### src/shared/hpc_consts.svh
// constants for the haptic playback power control block
`ifndef HPC_CONSTS_SVH
`define HPC_CONSTS_SVH
`define HPC_ADR_CTRL    8'h00
`define HPC_ADR_STAT    8'h04
`define HPC_ADR_MASK    8'h08
`define HPC_ADR_STATE   8'h0c
`define HPC_IDX_FIFO    8'h0b
`define HPC_CTRL_RST    6'h01
`define HPC_CB_SRST     1
`define HPC_CLK_HZ      125000000
`define HPC_FS_HZ       8000
`define HPC_STARTUP_MS  2
`define HPC_TIMEOUT_SMP 8
`define HPC_FIFO_DEPTH  100
`define HPC_DAC_MID     8'h00
`endif

### src/shared/hpc_pkg.sv
// types shared by the haptic playback power control block
package hpc_pkg;
  typedef enum logic [2:0] {
    ST_STBY, ST_IDLE, ST_WAKE, ST_PLAY, ST_WAIT, ST_RAMP
  } hpc_state_t;
  // control register layout, bit 5 first
  typedef struct packed {
    logic [1:0] gain;
    logic       analog_input_select;
    logic       force_power_on;
    logic       soft_reset_bit;
    logic       standby;
  } hpc_ctrl_t;
  // sticky event layout shared by status and mask
  typedef struct packed {
    logic hot;
    logic ramp;
    logic underrun;
    logic fifo_full;
  } hpc_evt_t;
endpackage

### src/rtl/hpc_top.sv
// haptic playback power sequencer with wishbone register slave
//
// The Wishbone interface to the registers and the placing of the registers were chosen for this implementation.
`include "hpc_consts.svh"
module hpc_top
  import hpc_pkg::*;
#(
  parameter int unsigned WAKE_CYC    = `HPC_STARTUP_MS * (`HPC_CLK_HZ / 1000),
  parameter int unsigned SAMPLE_CYC  = `HPC_CLK_HZ / `HPC_FS_HZ,
  parameter int unsigned TIMEOUT_SMP = `HPC_TIMEOUT_SMP,
  parameter int unsigned DEPTH       = `HPC_FIFO_DEPTH
)(
  input  wire logic        i_ref_clk,   // 125 MHz
  input  wire logic        i_rst,       // sync, active high
  input  wire logic        i_wb_cyc,    // bus cycle
  input  wire logic        i_wb_stb,    // strobe
  input  wire logic        i_wb_we,     // write
  input  wire logic [7:0]  i_wb_adr,    // byte address
  input  wire logic [31:0] i_wb_dat,    // write data
  input  wire logic [3:0]  i_wb_sel,    // byte lanes
  output logic      [31:0] o_wb_dat,    // read data
  output logic             o_wb_ack,    // ack
  output logic             o_wb_err,    // refused fifo write
  input  wire logic        i_over_temp, // async thermal flag
  input  wire logic        i_brownout,  // async brownout flag
  output logic             o_boost_en,  // boost converter enable
  output logic             o_amp_en,    // amplifier enable
  output logic             o_analog_sel,// amplifier input select
  output logic      [1:0]  o_gain,      // gain code
  output logic      [7:0]  o_dac_code,  // signed dac code
  output logic             o_irq        // level interrupt
);
  localparam int AW = $clog2(DEPTH);
  localparam int CW = $clog2(DEPTH + 1);

  logic [1:0]    ot_sync_q, bo_sync_q;
  logic          ot_prev_q, srst_q, en_q, warm_q;
  hpc_ctrl_t     ctrl_q;
  hpc_evt_t      stat_q, mask_q, evt;
  hpc_state_t    st_q;
  logic [7:0]    dac_q;
  logic [7:0]    mem [DEPTH];
  logic [AW-1:0] wp_q, rp_q;
  logic [CW-1:0] cnt_q;
  logic [31:0]   smp_q, wake_q, to_q, rdat_q;
  logic          ack_q, err_q;

  // wrap a fifo pointer at the depth
  function automatic logic [AW-1:0] ptr_inc(input logic [AW-1:0] p);
    return (p == AW'(DEPTH - 1)) ? '0 : p + 1'b1;
  endfunction

  // two stages before any use of the asynchronous flags
  always_ff @(posedge i_ref_clk) begin
    if (i_rst) begin
      ot_sync_q <= '0;
      bo_sync_q <= '0;
    end else begin
      ot_sync_q <= {ot_sync_q[0], i_over_temp};
      bo_sync_q <= {bo_sync_q[0], i_brownout};
    end
  end
  wire ot_s = ot_sync_q[1];

  // brownout and soft reset share the core reset path
  wire rst_core = i_rst | bo_sync_q[1] | srst_q;

  // bus decode; one request per cycle until answered
  wire req      = i_wb_cyc & i_wb_stb & ~ack_q & ~err_q;
  wire wr       = req & i_wb_we;
  wire rd       = req & ~i_wb_we;
  wire hit_ctrl = i_wb_adr == `HPC_ADR_CTRL;
  wire hit_stat = i_wb_adr == `HPC_ADR_STAT;
  wire hit_mask = i_wb_adr == `HPC_ADR_MASK;
  wire hit_st   = i_wb_adr == `HPC_ADR_STATE;
  wire hit_fifo = i_wb_adr == 8'({`HPC_IDX_FIFO, 2'b00});
  wire fifo_wr  = wr & hit_fifo & i_wb_sel[0];
  wire full     = cnt_q == CW'(DEPTH);
  // standby and ramp-down swallow samples without storing them
  wire drop     = (st_q == ST_STBY) | (st_q == ST_RAMP);
  wire push     = fifo_wr & ~full & ~drop;
  wire nak      = fifo_wr & full & ~drop;
  wire tick     = smp_q == SAMPLE_CYC - 1;
  wire pop      = tick & ~ot_s & (st_q == ST_PLAY) & (cnt_q != '0);
  wire wake_end = (st_q == ST_WAKE) & ~ot_s & (wake_q == WAKE_CYC - 1);

  // soft reset is a one-cycle pulse that ends once ack_q blocks the request
  always_ff @(posedge i_ref_clk) begin
    if (i_rst | bo_sync_q[1]) begin
      srst_q <= 1'b0;
    end else begin
      srst_q <= wr & hit_ctrl & i_wb_sel[0] & i_wb_dat[`HPC_CB_SRST];
    end
  end

  // answer one cycle after the request; a full fifo answers with err except in standby and ramp-down
  always_ff @(posedge i_ref_clk) begin
    if (rst_core) begin
      ack_q <= 1'b0;
      err_q <= 1'b0;
    end else begin
      ack_q <= req & ~nak;
      err_q <= nak;
    end
  end
  assign o_wb_ack = ack_q;
  assign o_wb_err = err_q;

  // read mux; unmapped addresses read zero
  always_ff @(posedge i_ref_clk) begin
    if (rst_core) begin
      rdat_q <= '0;
    end else if (rd) begin
      unique case (1'b1)
        hit_ctrl: rdat_q <= 32'(ctrl_q);
        hit_stat: rdat_q <= 32'(stat_q);
        hit_mask: rdat_q <= 32'(mask_q);
        hit_st:   rdat_q <= 32'({cnt_q, 3'(st_q), en_q, ot_s});
        default:  rdat_q <= '0;
      endcase
    end
  end
  assign o_wb_dat = rdat_q;

  // control register; soft reset bit is never stored
  always_ff @(posedge i_ref_clk) begin
    if (rst_core) begin
      ctrl_q <= hpc_ctrl_t'(`HPC_CTRL_RST);
    end else if (wr & hit_ctrl & i_wb_sel[0]) begin
      ctrl_q <= hpc_ctrl_t'(i_wb_dat[5:0] & 6'h3d);
    end
  end
  assign o_gain       = ctrl_q.gain;
  assign o_analog_sel = ctrl_q.analog_input_select;

  // interrupt mask
  always_ff @(posedge i_ref_clk) begin
    if (rst_core) begin
      mask_q <= '0;
    end else if (wr & hit_mask & i_wb_sel[0]) begin
      mask_q <= hpc_evt_t'(i_wb_dat[3:0]);
    end
  end

  // event sources
  always_comb begin
    evt           = '0;
    evt.fifo_full = nak | (push & (cnt_q == CW'(DEPTH - 1)));
    evt.underrun  = (st_q == ST_PLAY) & tick & ~ot_s & (cnt_q == '0)
                    & ~ctrl_q.force_power_on;
    evt.ramp      = (st_q == ST_WAIT) & tick & (to_q == TIMEOUT_SMP - 1)
                    & (cnt_q == '0) & (dac_q != `HPC_DAC_MID);
    evt.hot       = ot_s & ~ot_prev_q;
  end

  // sticky status, read clears; a new event beats the clear
  always_ff @(posedge i_ref_clk) begin
    if (rst_core) begin
      stat_q    <= '0;
      ot_prev_q <= 1'b0;
    end else begin
      stat_q    <= (stat_q & ~{4{rd & hit_stat}}) | evt;
      ot_prev_q <= ot_s;
    end
  end
  assign o_irq = |(stat_q & mask_q);

  // fifo storage; the array keeps no reset
  always_ff @(posedge i_ref_clk) begin
    if (push) begin
      mem[wp_q] <= i_wb_dat[7:0];
    end
  end

  // fifo pointers and fill level
  always_ff @(posedge i_ref_clk) begin
    if (rst_core) begin
      wp_q  <= '0;
      rp_q  <= '0;
      cnt_q <= '0;
    end else begin
      if (push) wp_q <= ptr_inc(wp_q);
      if (pop)  rp_q <= ptr_inc(rp_q);
      cnt_q <= cnt_q + CW'(push) - CW'(pop);
    end
  end

  // free-running sample clock at the playback rate
  always_ff @(posedge i_ref_clk) begin
    if (rst_core | tick) begin
      smp_q <= '0;
    end else begin
      smp_q <= smp_q + 1;
    end
  end

  // power sequencer; standby overrides every other state
  always_ff @(posedge i_ref_clk) begin
    if (rst_core) begin
      st_q   <= ST_STBY;
      wake_q <= '0;
      to_q   <= '0;
    end else if (ctrl_q.standby) begin
      st_q <= ST_STBY;
    end else begin
      unique case (st_q)
        ST_STBY: st_q <= ST_IDLE;
        ST_IDLE: begin
          wake_q <= '0;
          if ((cnt_q != '0) | ctrl_q.force_power_on) begin
            st_q <= warm_q ? ST_PLAY : ST_WAKE;
          end
        end
        ST_WAKE: begin
          if (!ot_s) wake_q <= wake_q + 1;
          if (wake_end) st_q <= ST_PLAY;
        end
        ST_PLAY: begin
          to_q <= '0;
          if (evt.underrun) st_q <= ST_WAIT;
        end
        ST_WAIT: begin
          if (cnt_q != '0) begin
            st_q <= ST_PLAY;
          end else if (tick) begin
            to_q <= to_q + 1;
            if (to_q == TIMEOUT_SMP - 1) begin
              st_q <= evt.ramp ? ST_RAMP : ST_IDLE;
            end
          end
        end
        ST_RAMP: if (dac_q == `HPC_DAC_MID) st_q <= ST_IDLE;
      endcase
    end
  end

  // once warm under force, later samples skip the wake-up count
  always_ff @(posedge i_ref_clk) begin
    if (rst_core) begin
      warm_q <= 1'b0;
    end else begin
      warm_q <= ctrl_q.force_power_on & ~ctrl_q.standby & (warm_q | wake_end);
    end
  end

  // dac code; ramp walks one lsb per sample toward mid-scale
  always_ff @(posedge i_ref_clk) begin
    if (rst_core | (st_q == ST_STBY)) begin
      dac_q <= `HPC_DAC_MID;
    end else if (pop) begin
      dac_q <= mem[rp_q];
    end else if ((st_q == ST_RAMP) & tick & ~ot_s & (dac_q != `HPC_DAC_MID)) begin
      dac_q <= dac_q[7] ? dac_q + 8'h01 : dac_q - 8'h01;
    end
  end
  assign o_dac_code = dac_q;

  // power enables; a limitation is that analog mode never self-wakes
  wire pw = (st_q != ST_STBY) & (st_q != ST_IDLE);
  always_ff @(posedge i_ref_clk) begin
    if (rst_core) begin
      en_q <= 1'b0;
    end else begin
      en_q <= ~ctrl_q.standby & ~ot_s & (ctrl_q.force_power_on
              | (~ctrl_q.analog_input_select & pw));
    end
  end
  assign o_boost_en = en_q;
  assign o_amp_en   = en_q;
endmodule

### config.mk
export PLATFORM = sky130hd
export DESIGN_NAME = hpc_top
export DESIGN_NICKNAME = d
export VERILOG_FILES = /design/src/shared/hpc_pkg.sv /design/src/rtl/hpc_top.sv
export VERILOG_INCLUDE_DIRS = /design/src /design/src/shared
export SDC_FILE = /design/constraint.sdc
export NUM_CORES = 1
export LEC_CHECK = 0
export BUFFER_PORTS_ARGS = -buffer_cell sky130_fd_sc_hd__buf_2
export CAP_MARGIN = 20
export CORE_UTILIZATION = 35
export CTS_CLUSTER_SIZE = 10
export DETAILED_ROUTE_END_ITERATION = 6
export PLACE_DENSITY_LB_ADDON = 0.15
export SYNTH_ARGS = -nofsm -noshare
export SYNTH_HDL_FRONTEND = slang
export SYNTH_SLANG_ARGS = --single-unit
### constraint.sdc
create_clock -name i_ref_clk -period 4.3 [get_ports i_ref_clk]
set_input_delay 0.43 -clock i_ref_clk [delete_from_list [all_inputs] [get_ports i_ref_clk]]
set_output_delay 0.43 -clock i_ref_clk [all_outputs]
set_load 0.05 [all_outputs]
; Word-level counts from Yosys, hierarchy flattened
; Memories as Yosys holds them, arrays and structs flattened. A register that Yosys moved wholly into a read port is not among the register bits.
; Index checks and enable logic that the tools add are counted.
[word_totals]
ff_bits = 183
n_memories = 1
output_inout_bits = 48
elab_cells = 171
inputBits = 51
ramBits = 800
[memory_table]
columns = memory, words, width, read_ports, rd_ports_with_merged_regs, wr, line
row1 = mem, 100, 8, 1, 1, 1, hpc_top.sv:42  ; logic [7:0] mem [DEPTH];
[classes]
n_mux = 25
n_eq_ne = 26
reduce_logical = 15
n_bitwise = 66
n_addsub = 9
[op_table]
columns = op, n
row1 = case mux 32 bit (2 select lines), 2
row2 = adder 32 x 1 -> 32 bit (second input constant), 3
row3 = 2-to-1 mux 32 bit, 3
row4 = case mux 12 bit (4 select lines), 1
row5 = bitwise AND 1 bit, 42
row6 = == test 32 x 14 -> 1 bit (second input constant), 1
row7 = == test 32 x 18 -> 1 bit (second input constant), 1
row8 = == test 32 x 3 -> 1 bit (second input constant), 1
row9 = == test 7 bit (second input constant), 4
row10 = 2-to-1 mux 7 bit, 4
row11 = 2-to-1 mux 3 bit, 8
row12 = 2-to-1 mux 8 bit, 3
row13 = case mux 3 bit (6 select lines), 1
row14 = == test 8 x 4 -> 1 bit (second input constant), 2
row15 = logical NOT 8 bit, 2
row16 = adder 7 x 1 -> 7 bit (second input constant), 2
row17 = inequality test 2 bit (second input constant), 7
row18 = inverter 1 bit, 11
row19 = OR 1 bit, 9
row20 = adder 8 x 1 -> 8 bit (second input constant), 1
row21 = bitwise AND 4 bit, 2
row22 = == test 8 x 3 -> 1 bit (second input constant), 1
row23 = == test 8 x 6 -> 1 bit (second input constant), 1
row24 = nonzero test 8 bit, 1
row25 = other kinds (21), 28

; Longest topological paths before layout
[depth]
word_depth = 11
depth_mapped = 16

; Least setup slack after synthesis
; Ideal clock, no wire load.
[synth_timing]
kind = reg-to-reg
from = reg smp_q[0]
to = reg cnt_q[6]
arrival_ns = 3.233
path_buffers = 1
slack_ns = 0.940
setup_ns = 0.128
stages_incl_launch_ff = 17
period_less_slack_ns = 3.360
path_cell_list = dfxtp_1 inv_1 ha_1 nor4b_1 nand4_1 nor4b_4 clkbuf_1 xor2_1 ha_1 fa_1 a21oi_1 o21bai_1 a21oi_1 nor2_1 nor2_1 xnor2_1 nor2_1
[synth_via]
elab_chain_cells = 5
[synth_lines]
columns = item, line
row1 = start: declaration, hpc_top.sv:45  ; logic [31:0] smp_q, wake_q, to_q, rdat_q;
row2 = start signal: assignment, hpc_top.sv:193  ; smp_q <= smp_q + 1;
row3 = == test 32 x 14 -> 1 bit, hpc_top.sv:83  ; wire tick = smp_q == SAMPLE_CYC - 1;
row4 = bitwise AND 1 bit (3 in series), hpc_top.sv:84  ; wire pop = tick & ~ot_s & (st_q == ST_PLAY) & (cnt_q != '0);
row5 = subtractor 7 x 1 -> 7 bit, hpc_top.sv:184  ; cnt_q <= cnt_q + CW'(push) - CW'(pop);
row6 = end signal: assignment, hpc_top.sv:184
row7 = end: declaration, hpc_top.sv:44  ; logic [CW-1:0] cnt_q;
; No other way between the ends.
; A chain may end at the register's enable or synchronous reset.

; Worst setup path after layout
; Same ends and word-level chain as after synthesis.

==> flow_metrics.py <==
metrics = {
    "cts": {
        "cts_resized": 0,
        "postCtsSetupRepairBufs": 0,
        "numCtsBuffers": 112,
        "cts_buffer_depth": 3,
        "clk_latency_ns": 0.70,
        "cts_tree": "yes",
        "cts_root_buf": "clkbuf_16",
        "cts_hold_buf": 5,
        "cts_sinks": 970,
        "clk_pin_slew_ns": 0.05,
        "htree_levels": 3,
    },
    "timing": {
        "drv_slew": 0,
        "slew_headroom_pct": 29.0,
        "layout_min_cycle_time_ns": 3.56,
        "finalHoldViolations": 0,
        "tns_ns": 0,
        "clock_skew_ns": 0.0213,
        "fin_crit_sh_pct": 82.7,
        "clock.fmax_mhz": 281,
        "max_slew.worst_pin.slew_ns": 1.06,
        "rsz0062_at_grt": "no",
        "setup_viol": 0,
    },
    "power_and_ir_drop": {
        "power.density_mw_per_mm2": 417,
        "power_switching_mw": 3.87,
        "p_int_mw": 15.1,
        "power.total_mw": 18.9,
        "p_comb_share_pct": 1.4,
        "peakVddDrop_v": 0.000297,
        "p_seq_share_pct": 53.7,
        "pwr-share-clk_pct": 44.9,
        "p_sw_share_pct": 20.5,
        "p_leak_nw": 14.4,
    },
    "drt": {
        "drc_errors": 0,
        "top_layer_used": "met4",
        "via_count": 22000,
        "vias_per_cell": 5.26,
        "wl_met2_mm": 49.2,
        "dr.pass1.iters": 5,
        "wl_met1_mm": 45.7,
        "ant_nets": 0,
        "finalWirelength_mm": 103,
        "routedWlPerCell_um": 24.5,
        "wl_met3_mm": 5.31,
        "drt_iter0_drc": 1822,
    },
    "logic_synthesis": {
        "synth_edf_count": 800,
        "ys_types": 78,
        "synth_ff_type": "edfxtp_1",
        "synth_top_area_share_pct": 61.4,
        "synth_area_sq_mm": 0.0391,
        "synth_area_leaders": "edfxtp_1 61%, mux4_2 11%, dfxtp_1 8.7%",
        "synth_cells": 2426,
        "synth_top_area_cell": "edfxtp_1",
        "ys_seq_area_share_pct": 70.1,
        "ys_ff_latch": 970,
        "yosysWarnings": 0,
        "synth-async-reset-ratio_pct": 0,
        "avgSynthCellArea_sq_um": 16.1,
    },
    "floorplanning": {
        "initial_core_util_pct": 35.3,
        "placeableCoreArea_sq_mm": 0.111,
        "io-pin-count": 99,
        "die-height_um": 336,
        "die_area_sq_mm": 0.113,
        "die_w_um": 336,
        "fp-row-count": 122,
    },
    "placed_design": {
        "gp_congestion": 0.826,
        "dp_hpwl_mm": 66.0,
        "buffer_ports.inserted": 51,
    },
    "setup_path": {
        "cp_top_family": "simple AND/OR/NAND/NOR gates",
        "path_common_cell": "nor2_1",
        "slowest_delay_ns": 0.46,
        "cp-start-kind": "flop",
        "end_kind": "flop",
        "worstPathRequired_ns": 4.86,
        "worstSetupPathType": "reg -> reg",
        "cp_data_arrival_time_ns": 4.12,
        "critPathSlowestCell": "nand4_1",
        "regToRegSetupSlack_ns": 0.74,
        "crit_fanout": 18,
        "worst-path-buf-inv": 2,
        "path_cells": "inv_1, ha_1, nor4b_1, nand4_1, nor4b_4, buf_4, nand2_1, fa_1, a21oi_1, o21bai_1, a21oi_1, nor2_1, nor2_1, xnor2_1, nor2_1",
    },
    "cells_and_area": {
        "syn2layout_area_growth_pct": 15.9,
        "diodes": 0,
        "seq_area_sq_mm": 0.0274,
        "mostFrequentLayoutCell": "edfxtp_1",
        "drive_above_1_share_pct": 21.5,
        "finalNetCount": 2728,
        "most-common-layout-cells": "800 x edfxtp_1, 274 x nor2_1, 197 x mux4_2",
        "nFillCells": 10100,
        "multi_input_area_sq_mm": 0.0110,
    },
    "worst_hold_path": {
        "worstHoldPathType": "in -> reg",
    },
    "global_routing": {
        "grt_pass1_vias": 22400,
        "antenna_found_initial": 1,
        "grt_usage_pct": 18.3,
        "grt_max_degree": 103,
        "grt_pass1_wl_mm": 151,
        "gr-total-overflow": 0,
    },
    "job": {
        "cap_violations": 0,
    },
    "outcome": {
        "outcome": "finished, final reports clean",
    },
}
[final cells by class]
type / count / share of cell area, %
Clock buffer: 146 / 6.57
Clock inverter: 17 / 0.474
Inverter: 34 / 0.281
Multi-Input combinational cell: 1305 / 24.3
Sequential cell: 970 / 60.5
Tap cell: 1488 / 4.10
Timing Repair Buffer: 230 / 3.81
[worst min-delay path, cell delays in order]
cell     delay, ns
buf_2         0.09
nor2b_1       0.08
nand3_1       0.09
a21oi_1       0.05
[power by group through the flow]
stage               combinational [mW]  clock, mW  sequential [mW]
finish                           0.264       8.50             10.2
CTS                              0.267       8.73             10.2
floorplan                       0.0954          0             10.4
global route                     0.286       9.09             10.2
global placement                 0.255          0             10.4
detailed placement               0.264          0             10.4
[registers in the layout, summed over array words and instances (netlist names), 7 cells and up, named ones only]
signal / flops
o_wb_dat: 12
cnt_q: 7
wake_q: 32
smp_q: 32
to_q: 32
wp_q: 7
rp_q: 7
mem: 800
o_dac_code: 8
[Yosys cell counts, types with 9 or more instances]
cell type / count
o22ai_1: 9
nand2_1: 134
nor2b_1: 25
buf_1: 10
nor4_1: 24
buf_4: 25
xnor2_1: 55
inv_1: 32
edfxtp_1: 800
or3_1: 18
nor2_1: 274
buf_2: 34
nand3_1: 65
dfxtp_1: 170
nor3_1: 37
and3_1: 21
nand4_1: 29
mux2i_1: 47
a31oi_1: 9
a211oi_1: 13
xor2_1: 46
clkbuf_1: 66
mux4_2: 197
ha_1: 22
a22oi_1: 37
and2_1: 11
a21oi_1: 61
o21ai_0: 35
[path summary, 6_finish.rpt]
kind	cells after the start	start	end
setup / recovery	15	smp_q[0]$_SDFF_PP0_	cnt_q[6]$_SDFF_PP0_
hold / removal	4	i_wb_we	o_wb_dat[0]$_SDFFE_PP0P_
setup reg to reg	15	smp_q[0]$_SDFF_PP0_	cnt_q[6]$_SDFF_PP0_
hold reg to reg	2	o_wb_dat[0]$_SDFFE_PP0P_	o_wb_dat[0]$_SDFFE_PP0P_
[layer usage]
metal	vias to the layer above	track usage, %
met1	11500	25.5
met4	0	5.16
met2	598	29.8
met3	150	2.85
met5	-	0
li1	9833	-
[metrics by stage]
stage	cell area, sq um	setup slack [ns]	util [%]	instances	hold WS, ns
4_1_cts	45300	0.715	40.9	4189	0.0560
6_report	45400	0.745	40.9	4190	0.103
2_1_floorplan	39200	0.940	-	2445	0.414
3_3_place_gp	42100	0.721	38.0	4021	0.435
3_5_place_dp	42100	0.696	38.0	4021	0.438
5_1_grt	45400	0.410	40.9	4190	0.100
[kinds of logic (layout without fill, tap and decap cells)]
kind of cell / count (synthesis) / in the layout / synth area share, %
AO/OA/AOI/OAI: 227 / 227 / 3.85
XOR/XNOR: 101 / 101 / 2.26
adder cells (fa/ha/maj): 24 / 24 / 0.806
buffers and inverters: 170 / 427 / 2.00
flip-flops: 970 / 970 / 70.1
multiplexers: 247 / 247 / 12.6
other: 1 / 20 / 0.00958
AND/OR/NAND/NOR: 686 / 686 / 8.36
Note: power is estimated with default switching activity, not from simulation.
